### config.mk
export PLATFORM = sky130hd
export DESIGN_NAME = configurable_digital_io_port
export DESIGN_NICKNAME = d
export VERILOG_FILES = /design/src/logic/cdio_pkg.sv /design/src/logic/cdio_cfg_if.sv /design/src/logic/cdio_cfg_store.sv /design/src/logic/configurable_digital_io_port.sv
export VERILOG_INCLUDE_DIRS = /design/src /design/src/logic
export SDC_FILE = /design/constraint.sdc
export NUM_CORES = 1
export LEC_CHECK = 0
export ABC_AREA = 1
export BUFFER_PORTS_ARGS = -buffer_cell sky130_fd_sc_hd__clkbuf_2
export CORE_MARGIN = 1
export CORE_UTILIZATION = 50
export CTS_CLUSTER_SIZE = 20
export DETAILED_ROUTE_END_ITERATION = 8
export PLACE_DENSITY = 0.86
export SYNTH_ARGS = -nofsm -noshare
export SYNTH_HDL_FRONTEND = slang
export SYNTH_HIERARCHICAL = 1
export SYNTH_SLANG_ARGS = --single-unit
### constraint.sdc
create_clock -name clk_sys -period 5.3 [get_ports clk_sys]
set_input_delay 0.53 -clock clk_sys [delete_from_list [all_inputs] [get_ports clk_sys]]
set_output_delay 0.53 -clock clk_sys [all_outputs]
set_load 0.01 [all_outputs]
### src/logic/cdio_params.svh
// Register offsets, field positions and reset values of the digital I/O port
`ifndef CDIO_PARAMS_SVH
`define CDIO_PARAMS_SVH

// ==========================================================================
// Register byte offsets
`define OFS_PORT_DATA   8'h00
`define OFS_CFG_WRITE   8'h04
`define OFS_CFG_INDEX   8'h08
`define OFS_STATUS      8'h0C

// ==========================================================================
// Configuration word field positions
`define CFGF_IDX_LSB    0
`define CFGF_IDX_MSB    3
`define CFGF_FUNC_LSB   4
`define CFGF_FUNC_MSB   7
`define CFGF_POL_BIT    8
`define CFGF_ISO_BIT    9

// ==========================================================================
// Status register bit positions
`define STAT_ACC_BIT    0
`define STAT_REJ_BIT    1
`define STAT_PLOSS_BIT  2
`define STAT_LOCK_BIT   3
`define STAT_FAULT_BIT  4

// ==========================================================================
// Reset values
`define PORT_DATA_RST   16'h0000
`define RDATA_RST       32'h0000_0000
`define CFG_IDX_RST     4'h0

`endif

### src/logic/cdio_pkg.sv
// Types shared by the digital I/O port and its configuration store
package cdio_pkg;

    // ======================================================================
    // Per-bit signal function, encoded 0..9 in this order
    typedef enum logic [3:0] {
        gp_input,
        gp_output,
        gp_bidirectional,
        fault_input,
        fault_mirror_output,
        interlock_input,
        trigger_input,
        power_loss_input,
        power_loss_output,
        fault_gated_output
    } func_t;

    // ======================================================================
    // Per-bit configuration: reference, polarity, function
    typedef struct packed {
        logic  isolated;   // 1 = isolated_pair, 0 = chassis_referenced
        logic  activeLow;  // 1 = active_low, 0 = active_high
        func_t func;
    } bit_cfg_t;

    typedef bit_cfg_t [15:0] cfg_vec_t;

    // ======================================================================
    // Configuration store state
    typedef struct packed {
        cfg_vec_t cfgVec;
        logic     refused;
        logic     rejected;
    } store_state_t;

    // ======================================================================
    // Port logic state
    typedef struct packed {
        logic [15:0] portData;
        logic [15:0] pinSamp;
        logic [15:0] pinOut;
        logic [15:0] pinOe;
        logic [31:0] rdata;
        logic [3:0]  cfgIdx;
        logic        powerLoss;
        logic        accErr;
        logic        cfgErr;
        logic        fault;
        logic        interlock;
        logic        trigger;
        logic        pwrIn;
    } port_state_t;

endpackage : cdio_pkg

### src/logic/cdio_cfg_if.sv
// Configuration write path and configuration readout between port and store
`timescale 1ns/1ps
interface cdio_cfg_if;
    logic               wrReq;    // One-cycle configuration write request
    logic [3:0]         wrIdx;    // Bit index being configured
    cdio_pkg::bit_cfg_t wrCfg;    // New configuration for that bit
    cdio_pkg::cfg_vec_t cfgVec;   // Current configuration of all bits
    logic               refused;  // Pulse: write refused by panel lockout
    logic               rejected; // Pulse: write rejected as inconsistent

    modport port  (output wrReq, wrIdx, wrCfg, input cfgVec, refused, rejected);
    modport store (input wrReq, wrIdx, wrCfg, output cfgVec, refused, rejected);
endinterface : cdio_cfg_if

### src/logic/cdio_cfg_store.sv
// Retained per-bit configuration store with pairing and lockout handling
`timescale 1ns/1ps
module cdio_cfg_store (
    input  wire logic               clk_sys,
    input  wire logic               nrst,
    input  wire logic               panelLock,
    input  wire cdio_pkg::cfg_vec_t nvImageIn,
    cdio_cfg_if.store               cfg
);

    // ======================================================================
    // State
    cdio_pkg::store_state_t st_ff;   // Registered state
    cdio_pkg::store_state_t nxt_st;  // Next state

    // Only these functions make sense on an optocoupler pair
    function automatic logic isoOk(input cdio_pkg::func_t f);
        isoOk = (f == cdio_pkg::gp_output) || (f == cdio_pkg::fault_mirror_output) ||
                (f == cdio_pkg::power_loss_output) || (f == cdio_pkg::fault_gated_output);
    endfunction : isoOk

    // ======================================================================
    // Next-state logic for configuration writes
    always_comb begin
        logic [3:0] evenIdx;
        logic [3:0] oddIdx;
        evenIdx        = {cfg.wrIdx[3:1], 1'b0};
        oddIdx         = {cfg.wrIdx[3:1], 1'b1};
        nxt_st         = st_ff;
        nxt_st.refused = 1'b0;
        nxt_st.rejected = 1'b0;
        if (cfg.wrReq) begin
            if (panelLock) begin
                // Lockout: nothing changes, error pulse only
                nxt_st.refused = 1'b1;
            end else if (cfg.wrCfg.isolated && !isoOk(cfg.wrCfg.func)) begin
                // A pair can never be an input
                nxt_st.rejected = 1'b1;
            end else if (cfg.wrCfg.isolated) begin
                // Either bit of a pair configures both
                nxt_st.cfgVec[evenIdx] = cfg.wrCfg;
                nxt_st.cfgVec[oddIdx]  = cfg.wrCfg;
            end else if (cfg.wrIdx[0] && st_ff.cfgVec[evenIdx].isolated) begin
                // Odd half of a live pair cannot leave alone
                nxt_st.rejected = 1'b1;
            end else begin
                // Chassis bits are set one at a time
                nxt_st.cfgVec[cfg.wrIdx] = cfg.wrCfg;
                if (!cfg.wrIdx[0] && st_ff.cfgVec[cfg.wrIdx].isolated) begin
                    // Partner falls back to bidirectional, active low
                    nxt_st.cfgVec[oddIdx].isolated  = 1'b0;
                    nxt_st.cfgVec[oddIdx].activeLow = 1'b1;
                    nxt_st.cfgVec[oddIdx].func = cdio_pkg::gp_bidirectional;
                end
            end
        end
    end

    // ======================================================================
    // Register; reset reloads the retained image rather than a default
    always_ff @(posedge clk_sys) begin
        if (!nrst) begin
            st_ff.cfgVec   <= nvImageIn;
            st_ff.refused  <= 1'b0;
            st_ff.rejected <= 1'b0;
        end else begin
            st_ff <= nxt_st;
        end
    end

    assign cfg.cfgVec   = st_ff.cfgVec;
    assign cfg.refused  = st_ff.refused;
    assign cfg.rejected = st_ff.rejected;

endmodule : cdio_cfg_store

### src/logic/configurable_digital_io_port.sv
// Sixteen-bit configurable digital I/O port with register access
//
// Design decisions made here: the address-and-strobe port and the placing of the registers.
`timescale 1ns/1ps
`include "cdio_params.svh"

module configurable_digital_io_port (
    input  wire logic               clk_sys,
    input  wire logic               nrst,
    // Register port
    input  wire logic [7:0]         regAddr,
    input  wire logic [31:0]        regWdata,
    input  wire logic               regWr,
    input  wire logic               regRd,
    output logic [31:0]             regRdata,
    // Connector pins, open collector on chassis-referenced bits; isolated pairs drive the even pin to both levels, the odd pin low
    input  wire logic [15:0]        pinIn,
    output logic [15:0]             pinOut,
    output logic [15:0]             pinOe,
    // Instrument side
    input  wire logic               panelLock,
    input  wire logic               genReset,
    input  wire logic               pwrFailSaved,
    input  wire logic               seqStart,
    input  wire logic               restartRecall,
    input  wire cdio_pkg::cfg_vec_t nvImageIn,
    output cdio_pkg::cfg_vec_t      nvImageOut,
    output logic                    faultActive,
    output logic                    interlockActive,
    output logic                    triggerActive,
    output logic                    powerLossIn,
    output logic                    powerLossOut
);

    // ======================================================================
    // State and configuration link
    cdio_pkg::port_state_t st_ff;   // Registered state
    cdio_pkg::port_state_t nxt_st;  // Next state
    cdio_cfg_if            cfgBus();  // Link to the configuration store

    // ======================================================================
    // Helper functions

    // Logical value to connector level and back
    function automatic logic applyPol(input logic v, input logic activeLow);
        applyPol = v ^ activeLow;
    endfunction : applyPol

    // Functions that drive the pin
    function automatic logic isDriven(input cdio_pkg::func_t f);
        isDriven = (f == cdio_pkg::gp_output) || (f == cdio_pkg::gp_bidirectional) ||
                   (f == cdio_pkg::fault_mirror_output) ||
                   (f == cdio_pkg::power_loss_output) ||
                   (f == cdio_pkg::fault_gated_output);
    endfunction : isDriven

    // Functions whose readback is the pin, not the written value
    function automatic logic isSensed(input cdio_pkg::func_t f);
        isSensed = (f == cdio_pkg::gp_input) || (f == cdio_pkg::gp_bidirectional) ||
                   (f == cdio_pkg::fault_input) || (f == cdio_pkg::interlock_input) ||
                   (f == cdio_pkg::trigger_input) || (f == cdio_pkg::power_loss_input);
    endfunction : isSensed

    // Logical output value of a driven function
    function automatic logic outValue(input cdio_pkg::func_t f, input logic d,
                                      input logic flt, input logic pl);
        case (f)
            cdio_pkg::gp_output:           outValue = d;
            cdio_pkg::gp_bidirectional:    outValue = d;
            cdio_pkg::fault_mirror_output: outValue = flt;
            cdio_pkg::power_loss_output:   outValue = pl;
            cdio_pkg::fault_gated_output:  outValue = d & ~flt;
            default:                       outValue = 1'b0;
        endcase
    endfunction : outValue

    // ======================================================================
    // Configuration store; holds the retained image
    cdio_cfg_store u_store (
        .clk_sys   (clk_sys),
        .nrst      (nrst),
        .panelLock (panelLock),
        .nvImageIn (nvImageIn),
        .cfg       (cfgBus)
    );

    // Configuration write request straight from the register strobe
    assign cfgBus.wrReq = regWr && (regAddr == `OFS_CFG_WRITE);
    assign cfgBus.wrIdx = regWdata[`CFGF_IDX_MSB:`CFGF_IDX_LSB];
    assign cfgBus.wrCfg.isolated  = regWdata[`CFGF_ISO_BIT];
    assign cfgBus.wrCfg.activeLow = regWdata[`CFGF_POL_BIT];
    assign cfgBus.wrCfg.func = cdio_pkg::func_t'(regWdata[`CFGF_FUNC_MSB:`CFGF_FUNC_LSB]);

    // ======================================================================
    // Next-state logic
    always_comb begin
        cdio_pkg::bit_cfg_t c;      // Configuration of the bit in hand
        logic [15:0]        wrMask; // Bits a port write may change
        logic [15:0]        rdVal;  // Port readback word
        logic [15:0]        logIn;  // Polarity-corrected pin samples
        logic               lvl;    // Connector level wanted
        logic               fltAny;
        logic               ilkAny;
        logic               trgAny;
        logic               pwrAny;
        logic               accClr;
        logic               rejClr;
        c      = '0;
        wrMask = '0;
        rdVal  = '0;
        logIn  = '0;
        lvl    = 1'b0;
        fltAny = 1'b0;
        ilkAny = 1'b0;
        trgAny = 1'b0;
        pwrAny = 1'b0;
        accClr = 1'b0;
        rejClr = 1'b0;
        nxt_st = st_ff;

        // Pins are synchronous; one register stage for a stable view
        nxt_st.pinSamp = pinIn;

        // Per-bit decode of masks, readback and control inputs
        for (int i = 0; i < 16; i++) begin
            c = cfgBus.cfgVec[i];
            logIn[i] = applyPol(st_ff.pinSamp[i], c.activeLow);
            if (c.isolated) begin
                // Only the even bit carries the pair's value
                wrMask[i] = ~i[0];
                rdVal[i]  = i[0] ? 1'b0 : st_ff.portData[i];
            end else begin
                // Inputs keep their last stored value untouched
                wrMask[i] = isDriven(c.func);
                rdVal[i]  = isSensed(c.func) ? logIn[i]
                                             : st_ff.portData[i];
                fltAny = fltAny | ((c.func == cdio_pkg::fault_input) & logIn[i]);
                ilkAny = ilkAny | ((c.func == cdio_pkg::interlock_input) & logIn[i]);
                trgAny = trgAny | ((c.func == cdio_pkg::trigger_input) & logIn[i]);
                pwrAny = pwrAny | ((c.func == cdio_pkg::power_loss_input) & logIn[i]);
            end
        end

        // Control inputs for the instrument
        nxt_st.fault     = fltAny;
        nxt_st.interlock = ilkAny;
        nxt_st.trigger   = trgAny;
        nxt_st.pwrIn     = pwrAny;

        // Port data write; general reset clears data, never configuration
        if (genReset) begin
            nxt_st.portData = `PORT_DATA_RST;
        end else if (regWr && (regAddr == `OFS_PORT_DATA)) begin
            nxt_st.portData = (st_ff.portData & ~wrMask) |
                              (regWdata[15:0] & wrMask);
        end

        // Index for configuration readback
        if (regWr && (regAddr == `OFS_CFG_INDEX)) begin
            nxt_st.cfgIdx = regWdata[`CFGF_IDX_MSB:`CFGF_IDX_LSB];
        end

        // Power-loss state: a new save wins over a simultaneous clear
        if (pwrFailSaved) begin
            nxt_st.powerLoss = 1'b1;
        end else if (seqStart || restartRecall) begin
            nxt_st.powerLoss = 1'b0;
        end

        // Sticky error flags, write one to clear, a new event wins
        if (regWr && (regAddr == `OFS_STATUS)) begin
            accClr = regWdata[`STAT_ACC_BIT];
            rejClr = regWdata[`STAT_REJ_BIT];
        end
        nxt_st.accErr = (st_ff.accErr & ~accClr) | cfgBus.refused;
        nxt_st.cfgErr = (st_ff.cfgErr & ~rejClr) | cfgBus.rejected;

        // Pin drive from the new data word
        for (int i = 0; i < 16; i++) begin
            c = cfgBus.cfgVec[i];
            nxt_st.pinOut[i] = 1'b0;
            nxt_st.pinOe[i]  = 1'b0;
            if (c.isolated) begin
                // Even pin is the optocoupler anode, odd pin its return
                if (!i[0]) begin
                    lvl = applyPol(outValue(c.func, nxt_st.portData[i], st_ff.fault,
                                            st_ff.powerLoss), c.activeLow);
                    nxt_st.pinOut[i] = lvl;
                end
                nxt_st.pinOe[i] = 1'b1;
            end else if (isDriven(c.func)) begin
                // Open collector: high level releases, low level sinks
                lvl = applyPol(outValue(c.func, nxt_st.portData[i], st_ff.fault,
                                        st_ff.powerLoss), c.activeLow);
                nxt_st.pinOe[i] = ~lvl;
            end
        end

        // Read data valid only in the cycle after the strobe
        nxt_st.rdata = `RDATA_RST;
        if (regRd) begin
            case (regAddr)
                `OFS_PORT_DATA: begin
                    nxt_st.rdata[15:0] = rdVal;
                end
                `OFS_CFG_WRITE,
                `OFS_CFG_INDEX: begin
                    // Both show the indexed bit's configuration
                    c = cfgBus.cfgVec[st_ff.cfgIdx];
                    nxt_st.rdata[`CFGF_IDX_MSB:`CFGF_IDX_LSB]   = st_ff.cfgIdx;
                    nxt_st.rdata[`CFGF_FUNC_MSB:`CFGF_FUNC_LSB] = c.func;
                    nxt_st.rdata[`CFGF_POL_BIT] = c.activeLow;
                    nxt_st.rdata[`CFGF_ISO_BIT] = c.isolated;
                end
                `OFS_STATUS: begin
                    nxt_st.rdata[`STAT_ACC_BIT]   = st_ff.accErr;
                    nxt_st.rdata[`STAT_REJ_BIT]   = st_ff.cfgErr;
                    nxt_st.rdata[`STAT_PLOSS_BIT] = st_ff.powerLoss;
                    nxt_st.rdata[`STAT_LOCK_BIT]  = panelLock;
                    nxt_st.rdata[`STAT_FAULT_BIT] = st_ff.fault;
                end
                default: begin
                    // Unmapped addresses read as zero
                    nxt_st.rdata = `RDATA_RST;
                end
            endcase
        end
    end

    // ======================================================================
    // State register; power-on clears the power-loss output
    always_ff @(posedge clk_sys) begin
        if (!nrst) begin
            st_ff.portData  <= `PORT_DATA_RST;
            st_ff.pinSamp   <= '0;
            st_ff.pinOut    <= '0;
            st_ff.pinOe     <= '0;
            st_ff.rdata     <= `RDATA_RST;
            st_ff.cfgIdx    <= `CFG_IDX_RST;
            st_ff.powerLoss <= 1'b0;
            st_ff.accErr    <= 1'b0;
            st_ff.cfgErr    <= 1'b0;
            st_ff.fault     <= 1'b0;
            st_ff.interlock <= 1'b0;
            st_ff.trigger   <= 1'b0;
            st_ff.pwrIn     <= 1'b0;
        end else begin
            st_ff <= nxt_st;
        end
    end

    // ======================================================================
    // Outputs, all taken from flip-flops
    assign regRdata        = st_ff.rdata;
    assign pinOut          = st_ff.pinOut;
    assign pinOe           = st_ff.pinOe;
    assign faultActive     = st_ff.fault;
    assign interlockActive = st_ff.interlock;
    assign triggerActive   = st_ff.trigger;
    assign powerLossIn     = st_ff.pwrIn;
    assign powerLossOut    = st_ff.powerLoss;
    assign nvImageOut      = cfgBus.cfgVec; // Store flops, for write-back to retained memory

endmodule : configurable_digital_io_port

==> metrics <==
Mapped Avg Cell Area=roughly 6.7 µm²; area delta synth->final=12.90%; Setup crit end kind=flip-flop; clk_skew=about 0.019 ns; Reg clk slew, reported paths=~0.070 ns; status=completed; nets@finish=between 2,000 and 2,500; most instantiated cells after synthesis=nand2_1, nor2_1, inv_1; startpoint types=primary input; post-cts sizing count=0; CTS Hold Bufs=0; Cell Area, Synth=~13,000 µm²; WL/cell=about 22 µm; dpl hpwl=between 40,000 and 50,000 µm; placed cells=roughly 2,500; initial antenna violation count=1; Pins Over Slew Limit=0; Hold Path Depth=3; setup violators final=0; Reg-to-Reg Start=u_store/cfg.cfgVec[77]$_DFFE_PP_; fin worst setup slack=~2.4 ns; DRC=0; starting DRC count in detailed routing=~2,200; Hold Path Class=primary input to flip-flop; Initial Util=50.96%; layout cells sized above 1=19.84%; Die Span Y=between 150 and 200 µm; r2r worst-path depth=9; clk sinks=around 180; yosys warns=6; first-pass iteration count of the detailed router=6; largest net degree at the start of global routing=97; crit-path max FO=52; most frequent cell after synthesis=nand2_1; WS Path Type=primary input to flip-flop; CP Cell Sequence=clkbuf_2, inv_2, nor2_1, inv_1, o22ai_1, nor2_1; setup bufs post-CTS=0; Post-Place Worst Slack=about 2.1 ns; Most common cell on crit path=nor2_1; via count=roughly 15,000; first-pass GRT wire length=between 80,000 and 90,000 µm; CTS tree=yes; Final min period=between 2 and 3 ns; Max Clk Rate=about 0.35 GHz; crit-path max cell delay=about 0.71 ns; worst hold margin=~0.26 ns; CP arrival=2.97 ns; total grt overflow=0; CTS Buf Count=17; Slew @ Worst Pin=between 1 and 1.5 ns; DIE AREA=~27,000 µm²; Non-Filler Instances=approximately 2,500; drt total wl=approximately 56,000 µm; CP bufs+invs=3; Tot GR Track Use=between 40% and 50%; GP Congestion=roughly 1.0; critical path depth=6; final setup TNS=0 ns; Max Cap Viol=0; H-tree depth=4; Worst EP required=5.38 ns; Synth top area share=between 20% and 30%; # diodes=0; gate count after technology mapping=about 2,000; via/cell ratio=around 6; CP endpoint=u_store/cfg.cfgVec[84]$_DFFE_PP_; maximum vdd drop=between 0.15 and 0.2 mV; asr flop ratio synth=0%; worst setup path start=regWdata[9]; sequential share of the synthesized area=between 30% and 40%; Port Buffers=~290; Die Span X=roughly 160 µm; io pins=326; Crit-path slowest cell=inv_2; EDFF count, synth=96; root buffer cell=clkbuf_16; worst reg2reg path endpoint=u_store/cfg.cfgVec[84]$_DFFE_PP_; Clock Latency Late Sink=about 0.45 ns; RSZ-0062 raised after global routing=false; final hold violation count=0; Netlist cell types=55; crit share post-route=between 50% and 60%; Crit path max-delay family=buffers and inverters; Rows=59; setup slack, reg-to-reg=2.73 ns; P per Cell Area=254.1 nW/µm²; relative slew slack=32.12%; Seq cells post-synth=about 180; vias in the first global route=~14,000; CORE AREA=26,060 µm²; Post-synth top flop=edfxtp_1; Pleak=roughly 7.3 nW; Synth area leader=edfxtp_1; antenna viol nets, final=0; synth top area cells=edfxtp_1, nand2_1, dfxtp_1; Final Core Density=a little under three fifths; maximum clock path buffer count=2
==> through the flow <==
step / power (mW) / instance area (µm²)
after global routing: 3.930 / 14990
after detailed placement: 2.524 / 14420
final: 3.809 / 14990
after floorplan: 2.186 / 13370
after global placement: 2.513 / 14420
after CTS: 3.767 / 14990
==> cells by family (layout without fill, tap and decap cells) <==
| logic type | count (synthesis) | count (layout) | share of synthesized area [%] |
|---|---|---|---|
| and+or+nand+nor | 1025 | 1025 | 34.12 |
| xor gates and xnor gates | 16 | 16 | 1.055 |
| AOI/OAI and AO/OA | 368 | 368 | 16.69 |
| other | 1 | 24 | 0.02824 |
| DFF | 181 | 181 | 34.52 |
| buffers and inverters | 389 | 579 | 13.59 |
==> worst reg2reg max path: cells and delay by family, from the launching register on <==
| family | cells | cell delay (ns) |
|---|---|---|
| flip-flops | 1 | 0.61 |
| AO/OA/AOI/OAI | 2 | 0.78 |
| AND/OR/NAND/NOR | 6 | 0.74 |
| buffers and inverters | 1 | 0.11 |
==> power breakdown <==
part	leakage [nW]	switching (mW)	total, mW	internal [mW]
logic	5.41	0.520	0.768	0.247
clock network	0.276	0.604	1.28	0.673
registers	1.62	0.191	1.76	1.57
==> area by class of cell <==
| type | instances | area (µm²) |
|---|---|---|
| clock inverter | 11 | 117.6 |
| timing repair buffer | 294 | 1494 |
| sequential | 181 | 4584 |
| tap | 335 | 419.2 |
| clock buffer | 21 | 450.4 |
| multi-input combinational | 1433 | 6977 |
| inverter | 253 | 949.7 |
| fill | 2513 | 11070 |
==> cell usage in the layout (no fill, tap or decap), types with 10 or more instances in the layout <==
cell       count
conb_1        24
o21ai_1       40
nand4_1       45
a31oi_1       12
clkbuf_2     285
inv_1        210
edfxtp_1      96
o31ai_1       13
nand2_1      520
nor3_1        16
a21oi_1       89
o22ai_1       23
a211oi_1      10
nand3b_1      11
clkbuf_16     17
nand2_2       20
a32o_1        20
nand3_1      144
inv_2         39
o21ai_0      112
dfxtp_1       85
a22oi_1       10
nor2_1       220
nor2_2        15
==> state kept, by name, indices dropped and copies added, names as in the netlist <==
name	cells
u_store/cfg.cfgVec	96
st_ff	38
pinOe	16
regRdata	16
pinOut	8
faultActive	1
interlockActive	1
powerLossIn	1
powerLossOut	1
triggerActive	1
u_store/cfg.refused	1
u_store/cfg.rejected	1
==> worst min-delay path by stage <==
stage                                     from                    to  slack, ns
3_3_place_gp               st_ff[4]$_SDFF_PN0_   st_ff[4]$_SDFF_PN0_       0.47
4_1_cts                               pinIn[1]  st_ff[76]$_SDFF_PN0_       0.26
5_1_grt                              pinIn[10]  st_ff[85]$_SDFF_PN0_       0.27
6_report                              pinIn[1]  st_ff[76]$_SDFF_PN0_       0.26
2_1_floorplan  u_store/cfg.rejected$_SDFF_PP0_   st_ff[4]$_SDFF_PN0_       0.42
3_5_place_dp               st_ff[5]$_SDFF_PN0_   st_ff[5]$_SDFF_PN0_       0.48
==> routing by layer <==
metal	vias to the layer above	wire [µm]	global-route usage [%]
met5	-	0	0
met4	0	3346	23.52
met3	219	7044	8.790
met2	1162	24440	62.91
met1	6871	20950	52.20
li1	6889	-	-
No activity file was read; power rests on OpenSTA's default activity.
